[src/pkg/bus_ctl_pkg.sv]
// Constants for the processor-card backplane bus control block.
// Assumes a single 25 MHz system clock and synchronous active-high reset.
//
// Notes on behaviour
// [RL1] Maskable request waits for instruction end
// [RL2] Maskable sequence only when mask bit clear
// [RL3] Non-maskable sequence after instruction, mask ignored
// [RL4] Debug logic raises non-maskable for monitor
// [RL5] Address strobe driven while address valid
// [RL6] Float control high releases address lines
// [RL7] Float control high forces both strobes low
// [RL8] Float control leaves data drivers alone
// [RL9] Phase clocks derived from backplane master clock unless external clock selected
// [RL10] Selector picks internal or external clock; internal clock drives nothing, master clock used instead
// [RL11] Run lamp lit outside upper monitor 4K
// [RL12] Restart resets, then enters monitor
// [RL13] Abort ends routine, returns to monitor
// [RL14] Scope mode pulses on selected address
// [RL15] Stop mode halts at next instruction
// [RL16] Monitor-enable switch gates monitor firmware
// [RL17] Bus-released high on halt or wait
// [RL18] Slow memory ready low stretches phase two
// [RL19] Interrupt requests are active-low lines
package bus_ctl_pkg;

    // ***********************************************
    // Clocking
    // ***********************************************
    localparam int CLK_HZ = 25_000_000;
    localparam int INT_CLK_HZ = 1_000_000;
    // Half period of internal 1 MHz, in system cycles
    localparam int INT_HALF_CYC = CLK_HZ / (2 * INT_CLK_HZ);

    // ***********************************************
    // Address map
    // ***********************************************
    localparam int ADDR_W = 16;
    localparam logic [3:0] MON_TOP_NIBBLE = 4'hF;
    localparam logic [ADDR_W-1:0] RST_VECTOR = 16'hFFFE;
    localparam logic [ADDR_W-1:0] NMI_VECTOR = 16'hFFFC;
    localparam logic [ADDR_W-1:0] IRQ_VECTOR = 16'hFFF8;
    localparam logic [ADDR_W-1:0] MON_ENTRY = 16'hF000;
    localparam logic [ADDR_W-1:0] USER_ENTRY = 16'h0000;

    // ***********************************************
    // Register port
    // ***********************************************
    localparam int RA_W = 4;
    localparam logic [RA_W-1:0] REG_CTRL = 4'h0;
    localparam logic [RA_W-1:0] REG_STATUS = 4'h1;
    localparam logic [RA_W-1:0] REG_CLEAR = 4'h2;
    localparam logic [RA_W-1:0] REG_ENABLE = 4'h3;
    localparam logic [RA_W-1:0] REG_MATCH = 4'h4;
    localparam logic [RA_W-1:0] REG_PC = 4'h5;
    localparam logic [RA_W-1:0] REG_STATE = 4'h6;

    // Control fields
    localparam int CTRL_MASK_BIT = 0;
    localparam int CTRL_EXT_CLK = 1;
    localparam int CTRL_STOP_MODE = 2;
    localparam int CTRL_MON_EN = 3;
    localparam int CTRL_STEP = 4;
    localparam logic [7:0] CTRL_RESET = 8'h09;

    // Event bits
    localparam int EV_W = 5;
    localparam int EV_IRQ = 0;
    localparam int EV_NMI = 1;
    localparam int EV_MATCH = 2;
    localparam int EV_ABORT = 3;
    localparam int EV_RESTART = 4;

    // Instruction model: fetch, operand cycles, then end
    localparam logic [1:0] INSN_CYCLES = 2'h2;

    typedef enum logic [2:0] {
        ST_RESET = 3'b000,
        ST_FETCH = 3'b001,
        ST_EXEC = 3'b010,
        ST_VECTOR = 3'b011,
        ST_HALT = 3'b100
    } cpu_state_e;

endpackage : bus_ctl_pkg

[src/rtl/cpu_backplane_bus_control.sv]
// Processor-card bus control: interrupt acceptance, bus strobes,
// float control, phase clock generation, debug and front panel.
// Assumes backplane inputs are asynchronous to clk.
`timescale 1ns/100ps
`default_nettype none

module cpu_backplane_bus_control
    import bus_ctl_pkg::*;
#(
    parameter int SYNC_STAGES = 3
) (
    // System
    input wire logic clk,
    input wire logic reset,
    // Backplane inputs
    input wire logic irq_req_n,
    input wire logic nmi_req_n,
    input wire logic address_float_ctl,
    input wire logic slow_memory_ready,
    input wire logic backplane_master_clock,
    input wire logic ext_clock,
    input wire logic halt_req_n,
    // Front panel and switches
    input wire logic restart_btn,
    input wire logic abort_btn,
    // Address bus, two signals per line, then strobes, phase clocks and data enable
    output logic [ADDR_W-1:0] addr_out,
    output logic [ADDR_W-1:0] addr_oe_n,
    output logic valid_address_strobe,
    output logic bus_released,
    output logic phase1,
    output logic phase2,
    output logic data_oe_n,
    // Debug and lamp
    output logic scope_trigger,
    output logic run_lamp,
    output logic cpu_reset,
    // Register port
    input wire logic [RA_W-1:0] reg_addr,
    input wire logic [15:0] reg_wdata,
    input wire logic reg_wr,
    input wire logic reg_rd,
    output logic [15:0] reg_rdata,
    output logic irq_out
);

    // ***********************************************
    // Input synchronisers
    // ***********************************************
    localparam int NSYNC = 9;
    logic [NSYNC-1:0] raw_in;
    logic [NSYNC-1:0] s1_q, s2_q, s3_q, in_q;
    assign raw_in = {abort_btn, restart_btn, halt_req_n, ext_clock,
                     backplane_master_clock, slow_memory_ready,
                     address_float_ctl, nmi_req_n, irq_req_n};

    // Reset to idle pin levels: no false panel edge after reset
    always_ff @(posedge clk) begin
        if (reset) begin
            s1_q <= 9'h04B;
            s2_q <= 9'h04B;
            s3_q <= 9'h04B;
            in_q <= 9'h04B;
        end else begin
            s1_q <= raw_in;
            s2_q <= s1_q;
            s3_q <= s2_q;
            in_q <= in_q;
            for (int i = 0; i < NSYNC; i++) begin
                if (s2_q[i] == s3_q[i]) begin
                    in_q[i] <= s3_q[i];
                end
            end
        end
    end

    logic irq_act, nmi_act, float_q, ready_q, mclk_q, eclk_q, halt_act;
    logic restart_q, abort_q;
    assign irq_act = ~in_q[0]; // RL19
    assign nmi_act = ~in_q[1]; // RL19
    assign float_q = in_q[2];
    assign ready_q = in_q[3];
    assign mclk_q = in_q[4];
    assign eclk_q = in_q[5];
    assign halt_act = ~in_q[6];
    assign restart_q = in_q[7];
    assign abort_q = in_q[8];

    // ***********************************************
    // Registers
    // ***********************************************
    logic [7:0] ctrl_q;
    logic [EV_W-1:0] status_q, enable_q, ev_set;
    logic [ADDR_W-1:0] match_q;
    logic step_pend_q;

    logic wr_ctrl, wr_clear, wr_enable, wr_match;
    assign wr_ctrl = reg_wr && reg_addr == REG_CTRL;
    assign wr_clear = reg_wr && reg_addr == REG_CLEAR;
    assign wr_enable = reg_wr && reg_addr == REG_ENABLE;
    assign wr_match = reg_wr && reg_addr == REG_MATCH;

    logic mask_bit, ext_sel, stop_mode, mon_en;
    assign mask_bit = ctrl_q[CTRL_MASK_BIT];
    assign ext_sel = ctrl_q[CTRL_EXT_CLK];
    assign stop_mode = ctrl_q[CTRL_STOP_MODE];
    assign mon_en = ctrl_q[CTRL_MON_EN];

    // ***********************************************
    // Clock source and phase generation
    // ***********************************************
    logic int_clk_q;
    logic [7:0] int_div_q;
    logic src_clk, src_prev_q, src_rise;
    assign src_clk = ext_sel ? eclk_q : int_clk_q; // RL10

    always_ff @(posedge clk) begin
        if (reset) begin
            int_div_q <= 8'h00;
            int_clk_q <= 1'b0;
        end else if (int_div_q == 8'(INT_HALF_CYC - 1)) begin
            int_div_q <= 8'h00;
            int_clk_q <= ~int_clk_q;
        end else begin
            int_div_q <= int_div_q + 8'h01;
        end
    end

    // Master clock edge advances the phase pair; external clock edge instead when selected
    logic mclk_prev_q, mclk_rise, tick;
    assign mclk_rise = mclk_q & ~mclk_prev_q;
    assign src_rise = src_clk & ~src_prev_q;
    assign tick = ext_sel ? src_rise : mclk_rise; // RL9

    // Phase sequence: 0 idle, 1 phase1, 2 gap, 3 phase2
    logic [1:0] ph_q;
    logic stretch, cycle_end;
    assign stretch = ph_q == 2'h3 && !ready_q; // RL18
    assign cycle_end = tick && ph_q == 2'h3 && !stretch;

    always_ff @(posedge clk) begin
        if (reset) begin
            mclk_prev_q <= 1'b0;
            src_prev_q <= 1'b0;
            ph_q <= 2'h0;
        end else begin
            mclk_prev_q <= mclk_q;
            src_prev_q <= src_clk;
            if (tick && !stretch) begin
                ph_q <= ph_q + 2'h1;
            end
        end
    end

    // ***********************************************
    // Instruction sequencer
    // ***********************************************
    cpu_state_e state_q, state_d;
    logic [ADDR_W-1:0] pc_q, pc_d;
    logic [1:0] icnt_q;
    logic in_monitor, insn_end, match_hit, nmi_pend_q, irq_take, nmi_take;
    logic halted;

    assign in_monitor = pc_q[ADDR_W-1 -: 4] == MON_TOP_NIBBLE;
    assign match_hit = pc_q == match_q && state_q != ST_RESET;
    assign insn_end = cycle_end && state_q == ST_EXEC
                      && icnt_q == INSN_CYCLES;
    // Interrupts sampled only at instruction boundary
    assign nmi_take = insn_end && (nmi_pend_q || nmi_act); // RL1 RL3
    assign irq_take = insn_end && irq_act && !mask_bit; // RL1 RL2
    // Wait state left by the waiting request; halt by the halt line
    assign halted = halt_act || state_q == ST_HALT;

    always_comb begin
        state_d = state_q;
        pc_d = pc_q;
        unique case (state_q)
            ST_RESET: begin
                if (cycle_end) begin
                    state_d = ST_FETCH;
                    pc_d = mon_en ? MON_ENTRY : USER_ENTRY; // RL12 RL16
                end
            end
            ST_FETCH: begin
                if (cycle_end) begin
                    state_d = halt_act ? ST_HALT : ST_EXEC;
                end
            end
            ST_EXEC: begin
                if (nmi_take) begin
                    state_d = ST_VECTOR;
                    pc_d = NMI_VECTOR; // RL3
                end else if (irq_take) begin
                    state_d = ST_VECTOR;
                    pc_d = IRQ_VECTOR; // RL2
                end else if (insn_end) begin
                    state_d = ST_FETCH;
                    pc_d = pc_q + 16'h0003;
                end
            end
            ST_VECTOR: begin
                if (cycle_end) begin
                    state_d = ST_FETCH;
                    pc_d = mon_en ? MON_ENTRY : USER_ENTRY; // RL16
                end
            end
            ST_HALT: begin
                if (!halt_act || irq_act) begin
                    state_d = ST_FETCH;
                end
            end
            default: begin
                state_d = ST_RESET;
            end
        endcase
    end

    // Restart and abort edges
    logic restart_prev_q, abort_prev_q, restart_ev, abort_ev;
    assign restart_ev = restart_q & ~restart_prev_q;
    assign abort_ev = abort_q & ~abort_prev_q;

    // Non-maskable source from debug: abort, step, stop-on-address
    logic dbg_nmi;
    assign dbg_nmi = abort_ev || (stop_mode && match_hit) // RL4 RL13 RL15
                     || (step_pend_q && insn_end);

    always_ff @(posedge clk) begin
        if (reset || restart_ev) begin // RL12
            state_q <= ST_RESET;
            pc_q <= RST_VECTOR;
            icnt_q <= 2'h0;
            nmi_pend_q <= 1'b0;
        end else begin
            state_q <= state_d;
            pc_q <= pc_d;
            if (state_q != ST_EXEC) begin
                icnt_q <= 2'h0;
            end else if (cycle_end) begin
                icnt_q <= icnt_q + 2'h1;
            end
            // Pending stays until taken; a new one wins over the take
            if (dbg_nmi) begin
                nmi_pend_q <= 1'b1;
            end else if (nmi_take) begin
                nmi_pend_q <= 1'b0;
            end
        end
    end

    // ***********************************************
    // Bus outputs
    // ***********************************************
    logic addr_valid;
    assign addr_valid = state_q != ST_RESET && !halted;

    always_ff @(posedge clk) begin
        if (reset) begin
            addr_out <= 16'h0000;
            addr_oe_n <= 16'hFFFF;
            valid_address_strobe <= 1'b0;
            bus_released <= 1'b0;
            phase1 <= 1'b0;
            phase2 <= 1'b0;
            data_oe_n <= 1'b1;
            scope_trigger <= 1'b0;
            run_lamp <= 1'b0;
            cpu_reset <= 1'b1;
            restart_prev_q <= 1'b0;
            abort_prev_q <= 1'b0;
        end else begin
            addr_out <= pc_q;
            // Address released on float or halt; data follows halt or the reset state, not float
            addr_oe_n <= (float_q || halted) ? 16'hFFFF : 16'h0000; // RL6 RL17
            valid_address_strobe <= addr_valid && !float_q; // RL5 RL7
            bus_released <= halted && !float_q; // RL7 RL17
            phase1 <= ph_q == 2'h1;
            phase2 <= ph_q == 2'h3; // RL9 RL18
            data_oe_n <= halted || state_q == ST_RESET; // RL8
            scope_trigger <= !stop_mode && match_hit && cycle_end; // RL14
            run_lamp <= addr_valid && !in_monitor; // RL11
            cpu_reset <= state_q == ST_RESET;
            restart_prev_q <= restart_q;
            abort_prev_q <= abort_q;
        end
    end

    // ***********************************************
    // Register port, events and interrupt
    // ***********************************************
    assign ev_set = {restart_ev, abort_ev, match_hit && cycle_end,
                     nmi_take, irq_take};

    always_ff @(posedge clk) begin
        if (reset) begin
            ctrl_q <= CTRL_RESET;
            enable_q <= 5'h00;
            match_q <= 16'h0000;
            status_q <= 5'h00;
            step_pend_q <= 1'b0;
            reg_rdata <= 16'h0000;
            irq_out <= 1'b0;
        end else begin
            if (wr_ctrl) begin
                ctrl_q <= reg_wdata[7:0];
            end
            if (wr_enable) begin
                enable_q <= reg_wdata[EV_W-1:0];
            end
            if (wr_match) begin
                match_q <= reg_wdata;
            end
            // Set beats clear in the same cycle
            status_q <= (status_q & ~(wr_clear ? reg_wdata[EV_W-1:0]
                         : 5'h00)) | ev_set;
            // Single step request held until the next boundary
            if (wr_ctrl && reg_wdata[CTRL_STEP]) begin
                step_pend_q <= 1'b1;
            end else if (insn_end) begin
                step_pend_q <= 1'b0;
            end
            irq_out <= |(status_q & enable_q);
            reg_rdata <= 16'h0000;
            if (reg_rd) begin
                unique case (reg_addr)
                    REG_CTRL: reg_rdata <= {8'h00, ctrl_q};
                    REG_STATUS: reg_rdata <= {11'h000, status_q};
                    REG_ENABLE: reg_rdata <= {11'h000, enable_q};
                    REG_MATCH: reg_rdata <= match_q;
                    REG_PC: reg_rdata <= pc_q;
                    REG_STATE: reg_rdata <= {13'h0000, state_q};
                    default: reg_rdata <= 16'h0000;
                endcase
            end
        end
    end

endmodule : cpu_backplane_bus_control

`default_nettype wire

[config.mk]
export PLATFORM = sky130hd
export DESIGN_NAME = cpu_backplane_bus_control
export DESIGN_NICKNAME = d
export VERILOG_FILES = /design/src/pkg/bus_ctl_pkg.sv /design/src/rtl/cpu_backplane_bus_control.sv
export SDC_FILE = /design/constraint.sdc
export NUM_CORES = 1
export LEC_CHECK = 0
export ABC_CLOCK_PERIOD_IN_PS = 2800
export BUFFER_PORTS_ARGS = -buffer_cell sky130_fd_sc_hd__buf_4
export CAP_MARGIN = 20
export CELL_PAD_IN_SITES_DETAIL_PLACEMENT = 2
export CELL_PAD_IN_SITES_GLOBAL_PLACEMENT = 2
export CORE_AREA = 5 5 139 141
export CTS_BUF_LIST = sky130_fd_sc_hd__clkbuf_16
export CTS_CLUSTER_SIZE = 20
export DETAILED_ROUTE_END_ITERATION = 6
export DIE_AREA = 0 0 144 146
export PLACE_DENSITY_LB_ADDON = 0.15
export SETUP_SLACK_MARGIN = 0.02
export SLEW_MARGIN = 15
export SYNTH_ARGS = -nofsm -noshare
export SYNTH_HDL_FRONTEND = slang
export SYNTH_SLANG_ARGS = --single-unit
[constraint.sdc]
create_clock -name clk -period 2.8 [get_ports clk]
set_clock_uncertainty 0.15 [all_clocks]
set_input_delay 0.56 -clock clk [delete_from_list [all_inputs] [get_ports clk]]
set_output_delay 0.56 -clock clk [all_outputs]
set_load 0.005 [all_outputs]
-- Yosys cells after proc, flatten, opt, wreduce, memory -nomap -nowiden
Cells that the tools add are included.
- add/sub/neg operators: 4
- equality and inequality tests: 30
- muxes and demuxes: 23
- bitwise gates (word level): 17
- reduce and logical (&&, ||, !) cells: 52
- operators with widths (operator ; count):
    $mux W16 ; 6
    $pmux W16 S6 ; 1
    $pmux W16 S2 ; 1
    $logic_and A1 B1 Y1 ; 24
    $mux W3 ; 7
    $add A16 B2 Y16 const B ; 1
    $eq A16 B16 Y1 ; 1
    $eq A4 B3 Y1 const B ; 3
    $pmux W3 S4 ; 1
    $and A5 B5 Y5 ; 2
    $eq A1 B1 Y1 ; 9
    $not A1 Y1 ; 9
    $add A8 B1 Y8 const B ; 1
    $eq A4 B2 Y1 const B ; 2
    $eq A8 B4 Y1 const B ; 1
    $logic_or A1 B1 Y1 ; 8
    $reduce_or A2 Y1 ; 4
    $logic_not A1 Y1 ; 7
    $eq A3 B2 Y1 const B ; 2
    $mux W1 ; 6
    $reduce_bool A2 Y1 ; 3
    $mux W5 ; 1
    $not A5 Y5 ; 1
    $or A5 B5 Y5 ; 1
    18 further kinds ; 24
- bits in registers: 165
- output and inout port bits: 57
- word-level logic and storage cells: 166

-- Depth between registers and ports, before layout
Gate-level depths: netlist of run 1.
- depth after elaboration: 12
- gate-level depth with buffers: 8

-- Least setup slack after synthesis of run 1
OpenSTA, ideal clock, no wires.
- path type: register to register
- start: register ph_q[0]
- end: register pc_q[3]
- arrival time: 1.848 ns
- path slack: 0.680 ns
- stages on the path, launching flop included: 8
- path through: dfxtp_1 ha_1 nand2_1 o21bai_1 or4_4 buf_6 a21o_1 a221o_1
- word-level cells in the longest chain between the ends: 11
- elaborated cells between the ends (all ways): 16
- those cells by class: 3 x eq/ne; 3 x mux; 10 x reduce/logical
- ends and longest elaborated chain (element ; line ; source):
    start, declared ; cpu_backplane_bus_control.sv:136 ; logic [1:0] ph_q;
    start signal, assigned ; cpu_backplane_bus_control.sv:150 ; ph_q <= ph_q + 2'h1;
    $eq A2 B2 Y1 (*) ; cpu_backplane_bus_control.sv:138, cpu_backplane_bus_control.sv:139 ;
    $logic_and A1 B1 Y1 ; cpu_backplane_bus_control.sv:138 ; assign stretch = ph_q == 2'h3 && !ready_q;
    $logic_not A1 Y1 ; cpu_backplane_bus_control.sv:139 ; assign cycle_end = tick && ph_q == 2'h3 && !stretch;
    $logic_and A1 B1 Y1 (*) ; cpu_backplane_bus_control.sv:139 ;
    $logic_and A1 B1 Y1 ; cpu_backplane_bus_control.sv:166 ; assign insn_end = cycle_end && state_q == ST_EXEC
    $logic_and A1 B1 Y1 ; cpu_backplane_bus_control.sv:167 ; && icnt_q == INSN_CYCLES;
    $logic_and A1 B1 Y1 (2 in a row) ; cpu_backplane_bus_control.sv:170 ; assign irq_take = insn_end && irq_act && !mask_bit;
    $mux W16 ; cpu_backplane_bus_control.sv:193 ; end else if (irq_take) begin
    $mux W16 ; cpu_backplane_bus_control.sv:190 ; if (nmi_take) begin
    $pmux W16 S2 ; cpu_backplane_bus_control.sv:177 ; unique case (state_q)
    end signal, assigned ; cpu_backplane_bus_control.sv:236 ; pc_q <= pc_d;
    end, declared ; cpu_backplane_bus_control.sv:159 ; logic [ADDR_W-1:0] pc_q, pc_d;
Every way passes the cells marked *; elsewhere a longest branch is shown, timed or not.
A chain may end at the register's enable or synchronous reset.

-- Worst setup path in the final report of run 1
- start: register pc_q[1]
- end: register pc_q[10]
- word-level cells in the longest chain between the ends: 5
- ends and longest elaborated chain (element ; line ; source):
    $add A16 B2 Y16 ; cpu_backplane_bus_control.sv:198 ; pc_d = pc_q + 16'h0003;
    $mux W16 ; cpu_backplane_bus_control.sv:196 ; end else if (insn_end) begin
    $mux W16 ; cpu_backplane_bus_control.sv:193 ;
    $mux W16 ; cpu_backplane_bus_control.sv:190 ;
    $pmux W16 S2 ; cpu_backplane_bus_control.sv:177 ;
No other way between the ends. The select of a mux whose other input is x is not followed.

==> flow_summary.toml, run 1 <==
[status]
status = "finished clean"

[logic_synthesis]
synthTopCellsByArea = "dfxtp_1, nor2_1, nand2_1, a21oi_1, nor2b_1"
syn_area_per_cell_sq_um = 8.95
synth_edf_count = 0
synth_compound_area_share_pct = 15.9
yosys.area_share.simple_pct = 21.3
synth_xor_area_share_pct = 3.95
synth_top_family_by_area = "simple AND/OR/NAND/NOR gates"
synth_top_area_share_pct = 50.2
synthMuxAreaShare_pct = 1.88
synthDistinctLibCells = 53
syn_inst = 668
ys_seq_area_share_pct = 50.2
yosysTopAreaCell = "dfxtp_1"
async_flop_share_pct = 0
synth_fa_ha_area_share_pct = 1.05
yosysWarningCount = 0
synth_area_sq_um = 5980
yosys_register_bits = 150
synth_flop_cell = "dfxtp_1"
syn-num-nets = 706

[power]
pwr-share-comb_pct = 4.7
leakage_nw = 2.95
switching_share_pct = 22.6
p_per_area_nw_per_um2 = 644
p_switching_w = 0.00108
ir_worst_vdd_mv = 0.421
clkPwrFrac_pct = 49.3
p_total_w = 0.00477
p_int_w = 0.00369
seq_power_share_pct = 46.1

[placement]
port_buffers = 89
place_area_sq_um = 6800
dp_slack_ps = 465
gp_congestion = 0.784
place_hpwl_um = 13600

[clocking]
clock_latency_ps = 420
h-tree-depth = 4
post_cts_resized = 0
clockBufferDepth = 2
post_cts_buffers = 0
cts_root_buffer = "clkbuf_16"
cts_tree = "yes"
cts_sinks = 150
path_clk_slew_ps = 60
holdBufCountCts = 0
cts_buffers = 17

[global_route]
grt_pass1_vias = 5604
antenna_found_initial = 0
grt_pass1_wl_um = 29600
grt_max_degree = 47
grt_overflow_total = 0
track_usage_pct = 17.9

[final_layout]
drive_gt1_share_pct = 21.8
nFillCells = 1932
area_growth_pct = 23.8
nNetsFinal = 774
antenna_cells = 0
final_area_sq_um = 7400

[routing]
wl_um = 18500
final_antenna_net_count = 0
via_per_inst = 5.18
drtIter0Drc = 335
drc = 0
wl_per_cell_um = 18.9
dr.pass1.iters = 5
vias = 5063

[timing]
setup_ws_ps = 426
finalHoldViolations = 0
slew_headroom_pct = 57.3
period_minus_slack_ps = 2370
rsz0062_at_grt = "no"
final-setup-viol-count = 0
slew_violations = 0
final.period_utilization_pct = 84.8
worst_pin_slew_ps = 640
setup_tns_ps = 0
fmax_mhz = 421

[worst_setup_path]
r2r_slack_ps = 430
arrival_ps = 2530
end_kind = "flip-flop"
crit_required_ps = 2950
timing.critical_path.from = "pc_q[1]"
crit_type = "reg2reg"
r2r_start = "pc_q[1]"
cp_max_fo = 6
start_kind = "flip-flop"

[run]
drv_cap = 0

[floorplan]
ioPinCount = 90
start_util_pct = 33.5
die_x_um = 144
core_sq_um = 17800
row_count = 49
die-area_sq_um = 21000
chipHeight_um = 146

[hold_path]
worstHoldStart = "slow_memory_ready"
hold_path.class = "in2reg"
layout by cell type (no fill, tap or decap), types with 4 or more instances in the layout:
master,n
xnor2_1,18
nor2b_1,39
xor2_1,9
nor4_1,7
nand2b_1,5
o31ai_1,7
nor3_1,6
a21oi_1,49
or2_2,15
a21o_1,5
nand2_1,68
dfxtp_1,150
inv_6,4
nand3b_1,6
ha_1,5
nor2_1,71
nand3_1,18
mux2i_1,9
a222oi_1,4
inv_1,10
a22oi_1,16
o21bai_1,7
o21ai_0,29
nand4_1,7
a221o_1,10
clkbuf_16,17
and3_1,4
buf_4,112
state kept, by name (all words and copies together), names as in the netlist, 2 cells and up:
signal     count
addr_out      16
pc_q          16
match_q       16
icnt_q         2
enable_q       5
ctrl_q         8
s3_q           9
ph_q           2
s1_q           9
s2_q           9
status_q       5
reg_rdata     16
int_div_q      8
in_q           9
state_q        3
stage by stage:
| stage | utilization (%) | instances | hold slack, ps |
|---|---|---|---|
| after global placement | 38.1 | 946 | 242 |
| final | 41.5 | 978 | 176 |
| after global routing | 41.5 | 978 | 161 |
| after CTS | 41.5 | 978 | 160 |
| after detailed placement | 38.1 | 946 | 249 |
| after floorplan | - | 668 | 239 |
per-layer routing:
metal  up-vias  part of all wire (%)  global-route usage (%)
met5         -                     0                       0
met2        84                    51                    31.2
li1       2415                     -                       -
met1      2542                    43                    21.8
met3        22                   3.5                    3.15
met4         0                   2.0                    6.36
cell type report:
type | instances | area (sq um) | share of cell area [%]
sequential | 150 | 3000 | 40.6
multi-input combinational | 446 | 2630 | 35.6
timing repair buffer | 112 | 841 | 11.4
clock buffer | 17 | 425 | 5.75
tap | 229 | 287 | 3.87
clock inverter | 15 | 179 | 2.42
inverter | 9 | 33.8 | 0.456
kinds of logic after synthesis:
group | Yosys count
fa+ha+maj | 5
flops | 150
compound gates | 146
xor+xnor | 27
mux | 11
buf+inv | 72
simple gates | 257
worst max-delay path, stage by stage (launching register included):
cell	delay, ps
dfxtp_1	480
inv_1	120
ha_1	240
nand3b_1	210
nor2_1	400
nand4_1	170
a21o_1	210
a221o_1	290
power groups by stage:
stage	logic, W	clock network (W)	registers [W]
after floorplan	0.000122	0	0.00224
after global placement	0.000220	0	0.00224
after detailed placement	0.000227	0	0.00224
after CTS	0.000229	0.00241	0.00220
after global routing	0.000245	0.00251	0.00220
final	0.000224	0.00235	0.00220
synth_stat cells, drive strengths merged (4+ instances only):
cell    number
or2         15
nor2b       39
nand3       18
clkbuf      33
a21o         5
and3         4
a22oi       16
o31ai        7
nor2        71
xnor2       18
nand2b       5
mux2i        9
nand2       68
dfxtp      150
xor2         9
a21oi       49
a221o       10
a222oi       4
ha           5
nor4         7
nand4        7
nor3         6
buf         30
inv          9
o21ai       29
o21bai       7
nand3b       6
worst paths after layout:
path,cells past startpoint,endpoint
worst min-delay path,2,s1_q[3]
worst min register to register,1,s2_q[0]
worst max register to register,7,pc_q[10]
worst max-delay path,7,pc_q[10]
Power figures use the tool's default switching activity.
==> run 2: changes to the inputs <==
--- a/config.mk
+++ b/config.mk
@@ -5,7 +5,7 @@
 export SDC_FILE = /design/constraint.sdc
 export NUM_CORES = 1
 export LEC_CHECK = 0
-export ABC_CLOCK_PERIOD_IN_PS = 2800
+export ABC_CLOCK_PERIOD_IN_PS = 2400
 export BUFFER_PORTS_ARGS = -buffer_cell sky130_fd_sc_hd__buf_4
 export CAP_MARGIN = 20
 export CELL_PAD_IN_SITES_DETAIL_PLACEMENT = 2
==> constraint.sdc (replaced) <==
create_clock -name clk -period 2.4 [get_ports clk]
set_clock_uncertainty 0.15 [all_clocks]
set_input_delay 0.48 -clock clk [delete_from_list [all_inputs] [get_ports clk]]
set_output_delay 0.48 -clock clk [all_outputs]
set_load 0.005 [all_outputs]
==> flow_summary.toml, run 2 (same netlist as run 1, synthesis figures left out) <==
[clocking]
cts_sinks = 150
h-tree-depth = 4
cts_root_buffer = "clkbuf_16"
cts_tree = "yes"
post_cts_resized = 0
path_clk_slew_ps = 60
clock_latency_ps = 420
post_cts_buffers = 0
cts_buffers = 17
clockBufferDepth = 2
holdBufCountCts = 0

[worst_setup_path]
r2r_slack_ps = 140
arrival_ps = 2420
ff2ff_path_depth = 6
start_kind = "flip-flop"
crit_type = "reg2reg"
crit_path_top_delay_cell = "or4_4"
end_kind = "flip-flop"
path_cells = "ha_1 > nand2_1 > o21bai_2 > or4_4 > a21o_1 > a221o_1"
crit_required_ps = 2560
cp_slowest_stage_delay_ps = 570
cp_max_fo = 6

[power]
pwr-share-comb_pct = 4.8
p_switching_w = 0.00123
clkPwrFrac_pct = 48.7
seq_power_share_pct = 46.5
p_int_w = 0.00429
p_total_w = 0.00551
leakage_nw = 2.99
switching_share_pct = 22.2
ir_worst_vdd_mv = 0.491
p_per_area_nw_per_um2 = 736

[global_route]
grt_overflow_total = 0
track_usage_pct = 18.2
grt_pass1_wl_um = 30200
grt_max_degree = 60
grt_pass1_vias = 5559
antenna_found_initial = 0

[timing]
finalHoldViolations = 0
fmax_mhz = 442
slew_headroom_pct = 60.2
worst_pin_slew_ps = 596
rsz0062_at_grt = "no"
final.period_utilization_pct = 94.3
final-setup-viol-count = 0
slew_violations = 0
holdWs_ps = 93.5
period_minus_slack_ps = 2260
setup_tns_ps = 0

[floorplan]
chipHeight_um = 146
die_x_um = 144
start_util_pct = 33.5
row_count = 49
die-area_sq_um = 21000
ioPinCount = 90
core_sq_um = 17800

[final_layout]
drive_gt1_share_pct = 23.1
final_area_sq_um = 7490
antenna_cells = 0
final_cell_mix = "dfxtp_1, buf_4, nor2_1"
nNetsFinal = 785
area_growth_pct = 25.3
final_common_cell = "dfxtp_1"

[placement]
port_buffers = 89
place_area_sq_um = 6890
gp_congestion = 0.814
place_hpwl_um = 13600

[hold_path]
min_path_cells = 2
hold_path.class = "in2reg"

[routing]
wl_um = 18800
dr.pass1.iters = 4
vias = 5065
drtIter0Drc = 197
wl_per_cell_um = 19.1
drc = 0
final_antenna_net_count = 0
via_per_inst = 5.13

[status]
status = "finished clean"

[run]
drv_cap = 0
run 2: changes by cell type in the layout (fill, tap and decap cells not counted), sizes merged:
cell,previous run,this run
buf,112,122
clkinv,5,6
inv,14,12
or4,1,2
run 2: worst paths after layout:
check | start | endpoint
worst max-delay path | ph_q[0] | pc_q[6]
worst min-delay path | slow_memory_ready | s1_q[3]
worst max register to register | ph_q[0] | pc_q[6]
worst min register to register | s1_q[3] | s2_q[3]
run 2: layout make-up:
class                   count  area (sq um)
multi-input cells         447          2660
clock buffers              17           425
inverters                   9          33.8
repair buffers            122           928
clock inverters            14           159
well taps                 229           287
fillers                  1969         10300
flip-flops and latches    150          3000
run 2: worst max-delay path: cells and delay by family (launching register included):
kind	cells	cell delay, ps
DFF	1	370
adders and majority gates	1	230
AOI/OAI and AO/OA	3	750
and+or+nand+nor	2	660
run 2: metrics by stage:
| step | instances | util [%] | setup WS [ps] |
|---|---|---|---|
| 2_1_floorplan | 668 | - | 280 |
| 3_3_place_gp | 956 | 38.6 | 180 |
| 3_5_place_dp | 956 | 38.6 | 72.3 |
| 4_1_cts | 987 | 41.9 | 40.8 |
| 5_1_grt | 988 | 42.0 | 49.7 |
| 6_report | 988 | 42.0 | 136 |
run 2: power by group through the flow:
stage	clock network, W	registers (W)	logic (W)
floorplan	0	0.00261	0.000142
global placement	0	0.00262	0.000257
detailed placement	0	0.00262	0.000267
CTS	0.00276	0.00256	0.000270
global route	0.00286	0.00257	0.000289
finish	0.00268	0.00256	0.000264
run 2: metal layers:
metal | track usage, % | up-vias | wire length [um]
met4 | 5.18 | 0 | 315
met2 | 31.1 | 75 | 9610
li1 | - | 2440 | -
met5 | 0 | - | 0
met3 | 3.68 | 25 | 687
met1 | 23.1 | 2525 | 8220
